$ cat config.mk
export PLATFORM = sky130hd
export DESIGN_NAME = pemux_top
export DESIGN_NICKNAME = d
export VERILOG_FILES = /design/src/rtl/pemux_pkg.sv /design/src/rtl/pemux_sel.sv /design/src/rtl/pemux_top.sv
export SDC_FILE = /design/constraint.sdc
export NUM_CORES = 1
export LEC_CHECK = 0
export ABC_AREA = 1
export BUFFER_PORTS_ARGS = -buffer_cell sky130_fd_sc_hd__buf_2
export CAP_MARGIN = 5
export CORE_MARGIN = 10
export CORE_UTILIZATION = 43
export CTS_CLUSTER_DIAMETER = 150
export CTS_CLUSTER_SIZE = 28
export DETAILED_ROUTE_END_ITERATION = 8
export PLACE_DENSITY = 0.77
export SLEW_MARGIN = 20
export SYNTH_ARGS = -nofsm -noshare
export SYNTH_HDL_FRONTEND = slang
export SYNTH_HIERARCHICAL = 1
export SYNTH_SLANG_ARGS = --single-unit
$ cat constraint.sdc
create_clock -name clk_i -period 0.8 [get_ports clk_i]
set_input_delay 0.16 -clock clk_i [delete_from_list [all_inputs] [get_ports clk_i]]
set_output_delay 0.16 -clock clk_i [all_outputs]
set_load 0.02 [all_outputs]
$ cat src/rtl/pemux_pkg.sv
// package for the port e alternate function override logic
// Functional notes
// - clock pin is output when its direction bit is set, input otherwise.
// - external clock function acts only in synchronous serial mode.
// - enabled receiver forces the receive pin to input.
// - forced receive input gets pull-up when its output bit is one.
// - pins 0, 1 and 2 are pin-change sources with matching numbers.
// - pins 7..4 input enable forced by mask and group; 5,4 also by start.
// - clock-output fuse forces pin 7 output driving the i/o clock, pull-up untouched.
// - two-wire pin 5: pull-up off, drive 0 when direction set and data or port low.
// - two-wire pin 4: pull-up off, drive 0 when direction set and hold or port low; toggle by strobe.
// - port strobes shared per port, clock sleep pull-up disable shared; rest per pin.
package pemux_pkg;
	localparam int unsigned NUM_PINS        = 8;
	localparam int unsigned PIN_SER_RX      = 0;
	localparam int unsigned PIN_SER_TX      = 1;
	localparam int unsigned PIN_EXT_CLK     = 2;
	localparam int unsigned PIN_SCL         = 4;
	localparam int unsigned PIN_SDA         = 5;
	localparam int unsigned PIN_DO          = 6;
	localparam int unsigned PIN_CKO         = 7;
	localparam int unsigned NUM_PC_SRC      = 3;
	localparam int unsigned PIN_CHG_MASK_LO = 4;
	localparam logic [7:0]  RST_VAL         = 8'h00;
endpackage

$ cat src/rtl/pemux_sel.sv
// override selector for a pin vector
`timescale 1ns/1ps
module pemux_sel #(
	parameter int unsigned W = 8
) (
	input  wire logic [W-1:0] norm_i,
	input  wire logic [W-1:0] oe_i,
	input  wire logic [W-1:0] ov_i,
	output logic      [W-1:0] res_o
);
	if (W < 1) begin : g_w_chk
		$error("width must be positive");
	end
	assign res_o = (oe_i & ov_i) | (~oe_i & norm_i);
endmodule

$ cat src/rtl/pemux_top.sv
// port e alternate function override mux
`timescale 1ns/1ps
module pemux_top #(
	parameter int unsigned NPIN = pemux_pkg::NUM_PINS
) (
	input  wire logic            clk_i,
	input  wire logic            rstn_i,
	input  wire logic [NPIN-1:0] port_out_i,
	input  wire logic [NPIN-1:0] port_dir_i,
	input  wire logic [NPIN-1:0] pullup_norm_i,
	input  wire logic [NPIN-1:0] input_en_norm_i,
	input  wire logic [NPIN-1:0] pin_change_mask_bit_i,
	input  wire logic            pin_change_group_enable_i,
	input  wire logic            global_pullup_disable_i,
	input  wire logic            sync_mode_i,
	input  wire logic            rx_enable_i,
	input  wire logic            serial_start_cond_int_enable_i,
	input  wire logic            serial_toggle_clock_strobe_i,
	input  wire logic            two_wire_mode_active_i,
	input  wire logic            three_wire_mode_active_i,
	input  wire logic            clock_hold_low_i,
	input  wire logic            serial_data_out_i,
	input  wire logic            clock_output_fuse_i,
	input  wire logic            io_clk_level_i,
	input  wire logic [NPIN-1:0] pin_level_i,
	output logic      [NPIN-1:0] pad_dir_o,
	output logic      [NPIN-1:0] pad_out_o,
	output logic      [NPIN-1:0] pad_pullup_o,
	output logic      [NPIN-1:0] pad_input_en_o,
	output logic      [NPIN-1:0] toggle_sel_o,
	output logic                 sync_serial_ext_clock_drv_o,
	output logic                 sync_serial_ext_clock_in_o,
	output logic      [2:0]      pin_change_src_o
);
	// the override table is laid out for exactly one eight-pin port
	if (NPIN != pemux_pkg::NUM_PINS) begin : g_npin_chk
		$error("port must have eight pins");
	end

	// open-drain enable: drive low while direction is set and either source is low
	function automatic logic od_drive_en(input logic src_a, input logic src_b,
		input logic dir);
		return ~(src_a & src_b) & dir;
	endfunction

	// per-pin override enables and values
	logic [NPIN-1:0] pullup_override_enable;
	logic [NPIN-1:0] pullup_override_value;
	logic [NPIN-1:0] direction_override_enable;
	logic [NPIN-1:0] direction_override_value;
	logic [NPIN-1:0] port_value_override_enable;
	logic [NPIN-1:0] port_value_override_value;
	logic [NPIN-1:0] input_enable_override_enable;
	logic [NPIN-1:0] input_enable_override_value;
	logic [NPIN-1:0] dir_c, out_c, pu_c, ie_c;
	logic [NPIN-1:0] dir_d, out_d, pu_d, ie_d, tog_d;
	logic [NPIN-1:0] dir_q, out_q, pu_q, ie_q, tog_q;
	logic            ext_clk_drv_d, ext_clk_in_d, ext_clk_drv_q, ext_clk_in_q;
	logic            ext_clk_act;
	logic [pemux_pkg::NUM_PC_SRC-1:0] pc_d, pc_q;

	always_comb begin
		pullup_override_enable       = '0;
		pullup_override_value        = '0;
		direction_override_enable    = '0;
		direction_override_value     = '0;
		port_value_override_enable   = '0;
		port_value_override_value    = '0;
		input_enable_override_enable = '0;
		input_enable_override_value  = '0;
		tog_d                        = '0;
		// receiver forces input, pull-up follows output bit
		direction_override_enable[pemux_pkg::PIN_SER_RX] = rx_enable_i;
		pullup_override_enable[pemux_pkg::PIN_SER_RX]    = rx_enable_i;
		pullup_override_value[pemux_pkg::PIN_SER_RX]     =
			port_out_i[pemux_pkg::PIN_SER_RX];
		// clock output on pin 7, pull-up left alone
		direction_override_enable[pemux_pkg::PIN_CKO]  = clock_output_fuse_i;
		direction_override_value[pemux_pkg::PIN_CKO]   = 1'b1;
		port_value_override_enable[pemux_pkg::PIN_CKO] = clock_output_fuse_i;
		port_value_override_value[pemux_pkg::PIN_CKO]  = io_clk_level_i;
		// three-wire data out, direction left to its own bit
		port_value_override_enable[pemux_pkg::PIN_DO] = three_wire_mode_active_i;
		port_value_override_value[pemux_pkg::PIN_DO]  = serial_data_out_i;
		// two-wire data pin: open drain low, pull-up and value overrides stay 0
		pullup_override_enable[pemux_pkg::PIN_SDA]    = two_wire_mode_active_i;
		direction_override_enable[pemux_pkg::PIN_SDA] = two_wire_mode_active_i;
		direction_override_value[pemux_pkg::PIN_SDA]  = od_drive_en(serial_data_out_i,
			port_out_i[pemux_pkg::PIN_SDA], port_dir_i[pemux_pkg::PIN_SDA]);
		port_value_override_enable[pemux_pkg::PIN_SDA] =
			two_wire_mode_active_i & port_dir_i[pemux_pkg::PIN_SDA];
		// two-wire clock pin: open drain low, toggle by strobe
		pullup_override_enable[pemux_pkg::PIN_SCL]    = two_wire_mode_active_i;
		direction_override_enable[pemux_pkg::PIN_SCL] = two_wire_mode_active_i;
		direction_override_value[pemux_pkg::PIN_SCL]  = od_drive_en(clock_hold_low_i,
			port_out_i[pemux_pkg::PIN_SCL], port_dir_i[pemux_pkg::PIN_SCL]);
		port_value_override_enable[pemux_pkg::PIN_SCL] =
			two_wire_mode_active_i & port_dir_i[pemux_pkg::PIN_SCL];
		tog_d[pemux_pkg::PIN_SCL] = serial_toggle_clock_strobe_i;
		// input enables for pin-change and start detect
		for (int i = pemux_pkg::PIN_CHG_MASK_LO; i < NPIN; i++) begin
			input_enable_override_enable[i] =
				pin_change_mask_bit_i[i] & pin_change_group_enable_i;
			input_enable_override_value[i]  = 1'b1;
		end
		if (serial_start_cond_int_enable_i) begin
			input_enable_override_enable[pemux_pkg::PIN_SDA] = 1'b1;
			input_enable_override_enable[pemux_pkg::PIN_SCL] = 1'b1;
		end
	end

	// normal pull-up gated by the shared disable
	assign pu_c = pullup_norm_i & ~{NPIN{global_pullup_disable_i}};

	pemux_sel #(
		.W(NPIN)
	) u_dir (
		.norm_i(port_dir_i),
		.oe_i  (direction_override_enable),
		.ov_i  (direction_override_value),
		.res_o (dir_c)
	);

	pemux_sel #(
		.W(NPIN)
	) u_out (
		.norm_i(port_out_i),
		.oe_i  (port_value_override_enable),
		.ov_i  (port_value_override_value),
		.res_o (out_c)
	);

	pemux_sel #(
		.W(NPIN)
	) u_pu (
		.norm_i(pu_c),
		.oe_i  (pullup_override_enable),
		.ov_i  (pullup_override_value),
		.res_o (pu_d)
	);

	pemux_sel #(
		.W(NPIN)
	) u_ie (
		.norm_i(input_en_norm_i),
		.oe_i  (input_enable_override_enable),
		.ov_i  (input_enable_override_value),
		.res_o (ie_c)
	);

	always_comb begin
		dir_d         = dir_c;
		out_d         = out_c;
		ie_d          = ie_c;
		ext_clk_act   = sync_mode_i;
		ext_clk_drv_d = ext_clk_act & port_dir_i[pemux_pkg::PIN_EXT_CLK];
		ext_clk_in_d  = ext_clk_act & ~port_dir_i[pemux_pkg::PIN_EXT_CLK]
			& pin_level_i[pemux_pkg::PIN_EXT_CLK];
		pc_d          = pin_level_i[pemux_pkg::NUM_PC_SRC-1:0];
	end

	always_ff @(posedge clk_i) begin
		if (!rstn_i) begin
			dir_q         <= pemux_pkg::RST_VAL;
			out_q         <= pemux_pkg::RST_VAL;
			pu_q          <= pemux_pkg::RST_VAL;
			ie_q          <= pemux_pkg::RST_VAL;
			tog_q         <= pemux_pkg::RST_VAL;
			ext_clk_drv_q <= 1'b0;
			ext_clk_in_q  <= 1'b0;
			pc_q          <= '0;
		end else begin
			dir_q         <= dir_d;
			out_q         <= out_d;
			pu_q          <= pu_d;
			ie_q          <= ie_d;
			tog_q         <= tog_d;
			ext_clk_drv_q <= ext_clk_drv_d;
			ext_clk_in_q  <= ext_clk_in_d;
			pc_q          <= pc_d;
		end
	end

	assign pad_dir_o                   = dir_q;
	assign pad_out_o                   = out_q;
	assign pad_pullup_o                = pu_q;
	assign pad_input_en_o              = ie_q;
	assign toggle_sel_o                = tog_q;
	assign sync_serial_ext_clock_drv_o = ext_clk_drv_q;
	assign sync_serial_ext_clock_in_o  = ext_clk_in_q;
	assign pin_change_src_o            = pc_q;
endmodule

Word level (Yosys, flattened, before mapping)
Cells that the tools add are included.
{"block": "totals", "ff_bits": 45, "inputBits": 62}
{"block": "classes", "muxes": 1, "n_bitwise": 33}
{"op": "$and 8x8->8", "count": 7}
{"op": "$not 8->8", "count": 4}
{"op": "$or 8x8->8", "count": 4}
{"op": "$and 1x1->1", "count": 13}
{"op": "$not 6->8", "count": 1}
{"op": "$and 6x1->6", "count": 1}
{"op": "$not 1->1", "count": 3}
{"op": "$mux 2", "count": 1}

Depth between registers and ports, before layout
{"block": "depth", "ltp_word": 5, "mapped_depth": 7, "ltp_nobuf": 7}

Modules after synthesis
The synthesis kept the hierarchy.
{"module": "pemux_top", "n_inst": 1, "cells_per_inst": 163, "area_each_um2": 1290.0, "seq_area_each_um2": 760.7}
{"module": "pemux_sel", "n_inst": 4, "cells_per_inst": 32, "area_each_um2": 120.1, "seq_area_each_um2": 0.0}

Worst setup path before layout
OpenSTA, ideal clock, no wires.
{"block": "synth_path", "kind": "in2reg", "startpoint": "input port global_pullup_disable_i", "endpoint": "register pu_q[0] (netlist: pad_pullup_o[0])", "t_arrival_ns": 0.520, "slack_ns": 0.171, "stages": 6, "n_path_buf": 1, "cell_sequence": "buf_2 nor2_1 nand2_1 nand2_1 nand2_1 inv_1"}
{"block": "synth_via", "elab_chain_len": 4}
{"item": "start, declared", "line_no": "pemux_top.sv:14", "text": "input wire logic global_pullup_disable_i,"}
{"item": "$not 8->8", "line_no": "pemux_top.sv:113", "text": "assign pu_c = pullup_norm_i & ~{NPIN{global_pullup_disable_i}};"}
{"item": "$and 8x8->8", "line_no": "pemux_top.sv:113"}
{"item": "net pu_c[0]", "line_no": "pemux_top.sv:55", "text": "logic [NPIN-1:0] dir_c, out_c, pu_c, ie_c;"}
{"item": "$and 8x8->8", "line_no": "pemux_sel.sv:14", "text": "assign res_o = (oe_i & ov_i) | (~oe_i & norm_i);"}
{"item": "$or 8x8->8", "line_no": "pemux_sel.sv:14"}
{"item": "net pu_d[0]", "line_no": "pemux_top.sv:56", "text": "logic [NPIN-1:0] dir_d, out_d, pu_d, ie_d, tog_d;"}
{"item": "end signal, assigned", "line_no": "pemux_top.sv:166", "text": "pu_q <= pemux_pkg::RST_VAL;"}
{"item": "end signal, assigned", "line_no": "pemux_top.sv:175", "text": "pu_q <= pu_d;"}
{"item": "end, declared", "line_no": "pemux_top.sv:57", "text": "logic [NPIN-1:0] dir_q, out_q, pu_q, ie_q, tog_q;"}
The timed path passes the listed nets, and every way through them passes these cells.
A chain may end at the register's enable or synchronous reset.

Final worst setup path
{"block": "layout_path", "startpoint": "register pu_q[0] (netlist: pad_pullup_o[0])", "endpoint": "output port pad_pullup_o[0]"}
{"item": "end, declared", "line_no": "pemux_top.sv:28", "text": "output logic [NPIN-1:0] pad_pullup_o,"}
No word-level cell between the ends.

==> results_tabular.tex <==
\begin{tabular}{lr}
\hline
Metric & Value \\
\hline
\multicolumn{2}{l}{\textbf{Worst setup path}} \\
\quad Beginning of the critical path & pad\_pullup\_o[0]\$\_SDFF\_PN0\_ \\
\quad Slowest-stage cell, CP & sky130\_fd\_sc\_hd\_\_dfxtp\_2 \\
\quad Slowest stage delay, CP & 0.33 ns \\
\quad Kind of critical path & reg2out \\
\quad WP data arrival & 0.73 ns \\
\quad Crit path cell chain & buf\_6 \\
\quad Critical Path Source Type & flop \\
\quad Maximum fanout count along the critical path & 1 \\
\quad Largest delay share family, worst path & flip-flops \\
\quad Critical Path RT & 0.64 ns \\
\quad Buffers \& Inverters on Critical Path & 1 \\
\quad Capturing element type of the critical path & output port \\
\multicolumn{2}{l}{\textbf{Routing}} \\
\quad Remaining antenna violation count & 0 \\
\quad Detailed-route via count & 1,806 \\
\quad First-pass detailed-route iteration total & 3 \\
\quad Count of routing violations after the opening detailed-route iteration & 45 \\
\quad Routed len/inst & 9.000 µm \\
\quad Via density per instance & 3.641 \\
\quad Number of remaining DRC errors & 0 \\
\quad Final WL & 4464 µm \\
\multicolumn{2}{l}{\textbf{Timing}} \\
\quad Shortest clock period the worst path allows after layout & 0.8920 ns \\
\quad Final worst path period share & 111.5\% \\
\quad Total count of max-transition violations in the final report & 0 \\
\quad Hold Violations, Final & 0 \\
\quad Setup ws final & -0.09204 ns \\
\quad RSZ-0062 raised after global routing & yes \\
\quad Maximum clock frequency & 1.121 GHz \\
\quad Setup total negative slack & -3.110 ns \\
\quad Final number of setup-violating endpoints & 38 \\
\quad Worst hold slack across all endpoints & 0.06451 ns \\
\multicolumn{2}{l}{\textbf{CTS}} \\
\quad CTS tree & built \\
\quad Number of buffers between clock root and the deepest sink & 2 \\
\quad Maximum level of the CTS H-tree & 2 \\
\quad Hold-fix buffers at CTS & 0 \\
\quad Sinks on the clock net & 38 \\
\quad Clock-pin slew on the worst setup and hold paths & 0.07 ns \\
\quad Root buf cell & sky130\_fd\_sc\_hd\_\_clkbuf\_8 \\
\quad Num CTS Buffers & 5 \\
\quad Number of setup buffers added after CTS & 0 \\
\multicolumn{2}{l}{\textbf{Placed design}} \\
\quad Pre-CTS setup slack & 0.008130 ns \\
\quad Area post-placement & 2464 µm² \\
\quad Gpl congestion & 0.7330 \\
\quad HPWL reported at the end of detailed placement & 3495 µm \\
\quad Buffers on Ports & 90 \\
\multicolumn{2}{l}{\textbf{GRT}} \\
\quad Via count of the first global-routing pass & 1,816 \\
\quad Maximum number of pins on one net before global-route repair & 15 \\
\quad Remaining global-route overflow & 0 \\
\quad Initial antenna violation count & 0 \\
\quad First-pass GRT wire length & 7541 µm \\
\quad Global-route usage over all layers & 12.76\% \\
\multicolumn{2}{l}{\textbf{Min path}} \\
\quad Worst hold-check path type & in2reg \\
\quad Launch point of the worst hold path & serial\_toggle\_clock\_strobe\_i \\
\quad Hold-critical path endpoint & toggle\_sel\_o[4]\$\_SDFF\_PN0\_ \\
\quad Hold Path Stages & 3 \\
\multicolumn{2}{l}{\textbf{Yosys}} \\
\quad Top cells by area, synth & sky130\_fd\_sc\_hd\_\_dfxtp\_1, sky130\_fd\_sc\_hd\_\_nand2\_1, sky130\_fd\_sc\_hd\_\_inv\_1, sky130\_fd\_sc\_hd\_\_buf\_4, sky130\_fd\_sc\_hd\_\_buf\_6 \\
\quad Syn\_area\_per\_cell & 6.084 µm² \\
\quad Count of yosys warnings during synthesis & 6 \\
\quad Post-synth cell types & 9 \\
\quad Cell area after synthesis & 1770 µm² \\
\quad Register area share after synthesis & 42.97\% \\
\quad Area share of the largest cell type after synthesis & 42.97\% \\
\quad Library cell occupying the most area in the post-synthesis netlist & sky130\_fd\_sc\_hd\_\_dfxtp\_1 \\
\quad Number of instances in the synthesized netlist & 291 \\
\quad Yosys reg bits & 38 \\
\multicolumn{2}{l}{\textbf{Layout}} \\
\quad Fillers & 351 \\
\quad Most frequent cells in the layout & sky130\_fd\_sc\_hd\_\_nand2\_1, sky130\_fd\_sc\_hd\_\_inv\_1, sky130\_fd\_sc\_hd\_\_conb\_1 \\
\quad Post-route standard cell area excluding fillers & 2844 µm² \\
\quad Layout overhead on the synthesized area & 60.64\% \\
\quad Nets & 507 \\
\quad Most common library cell in the layout ignoring fill and taps & sky130\_fd\_sc\_hd\_\_nand2\_1 \\
\quad Proportion of layout cells with a drive suffix above 1 & 31.17\% \\
\quad Inserted Diodes & 0 \\
\multicolumn{2}{l}{\textbf{Die}} \\
\quad Initial core utilization & 44.26\% \\
\quad CORE AREA & 4000 µm² \\
\quad Die width & 84.17 µm \\
\quad Die area & 7084 µm² \\
\quad Rows & 23 \\
\quad Num ports & 107 \\
\quad Height of the chip & 84.17 µm \\
\multicolumn{2}{l}{\textbf{Power}} \\
\quad Leakage power of the design & 1.879 nW \\
\quad Largest voltage drop on the vdd net & 741.0 µV \\
\quad Power per cell area & 1533 nW/µm² \\
\multicolumn{2}{l}{\textbf{Flow run}} \\
\quad Max capacitance violation total & 0 \\
\multicolumn{2}{l}{\textbf{Run status}} \\
\quad Violations in the final reports & negative setup slack \\
\quad Outcome & finished with violations \\
\hline
\end{tabular}
[worst max path at each step]
stage	slack (ns)	cells past startpoint	to
2_1_floorplan	0.17	6	pad_pullup_o[0]$_SDFF_PN0_
3_3_place_gp	0.03	8	pad_out_o[5]$_SDFF_PN0_
3_5_place_dp	0.008	8	pad_out_o[5]$_SDFF_PN0_
4_1_cts	-0.1	1	pad_pullup_o[0]
5_1_grt	-0.13	1	pad_pullup_o[0]
6_report	-0.09	1	pad_pullup_o[0]
[metal layers]
metal  GRT usage (%)  up-vias  share of wire [%]
met5               0        -                  0
met4           6.697        0                2.3
met3           4.251        7                7.5
met2           23.86       59                 52
met1           11.95      724                 38
li1                -     1016                  -
[Yosys cell counts (all sizes together)]
cell type    n
inv         85
nand2      142
a21oi        2
conb         2
nor2        10
dfxtp       38
buf         12
[per-stage QoR]
| stage | util [%] | power (mW) | std cells |
|---|---|---|---|
| 3_5_place_dp | 61.59 | 2.881 | 488 |
| 5_1_grt | 71.10 | 4.617 | 496 |
| 6_report | 71.10 | 4.361 | 496 |
| 2_1_floorplan | - | 2.612 | 357 |
| 3_3_place_gp | 61.59 | 2.863 | 488 |
| 4_1_cts | 71.10 | 4.412 | 496 |
[cell type report]
cell class                      instances  area [µm²]  area share (%)
Clock buffer                            6       82.58           2.904
Clock inverter                          2       12.51          0.4399
Inverter                               85       319.1           11.22
Multi-Input combinational cell        222       835.8           29.39
Sequential cell                        38       808.3           28.42
Tap cell                               50       62.56           2.200
Timing Repair Buffer                   93       723.2           25.43
[cells by family after synthesis]
kind of cell    Yosys count  synth area share, %
buf+inv                  97                23.82
simple gates            152                32.23
other cells               2               0.4242
flops                    38                42.97
compound gates            2               0.5654
[state kept, by name (all words and copies together) (netlist names)]
register	count
pad_dir_o	8
pad_input_en_o	8
pad_out_o	8
pad_pullup_o	8
pin_change_src_o	3
sync_serial_ext_clock_drv_o	1
sync_serial_ext_clock_in_o	1
toggle_sel_o	1
[timing repair]
item,4_1_cts,5_1_grt
gates resized for setup,114,0
setup endpoints to repair,38,38
pin swaps,0,0
[where the power goes]
part | internal, mW | switching (mW) | leakage [nW]
Combinational | 0.437 | 0.510 | 1.51
Sequential | 2.03 | 0.0506 | 0.327
Clock | 0.692 | 0.642 | 0.0472
Power figures use the tool's default switching activity.
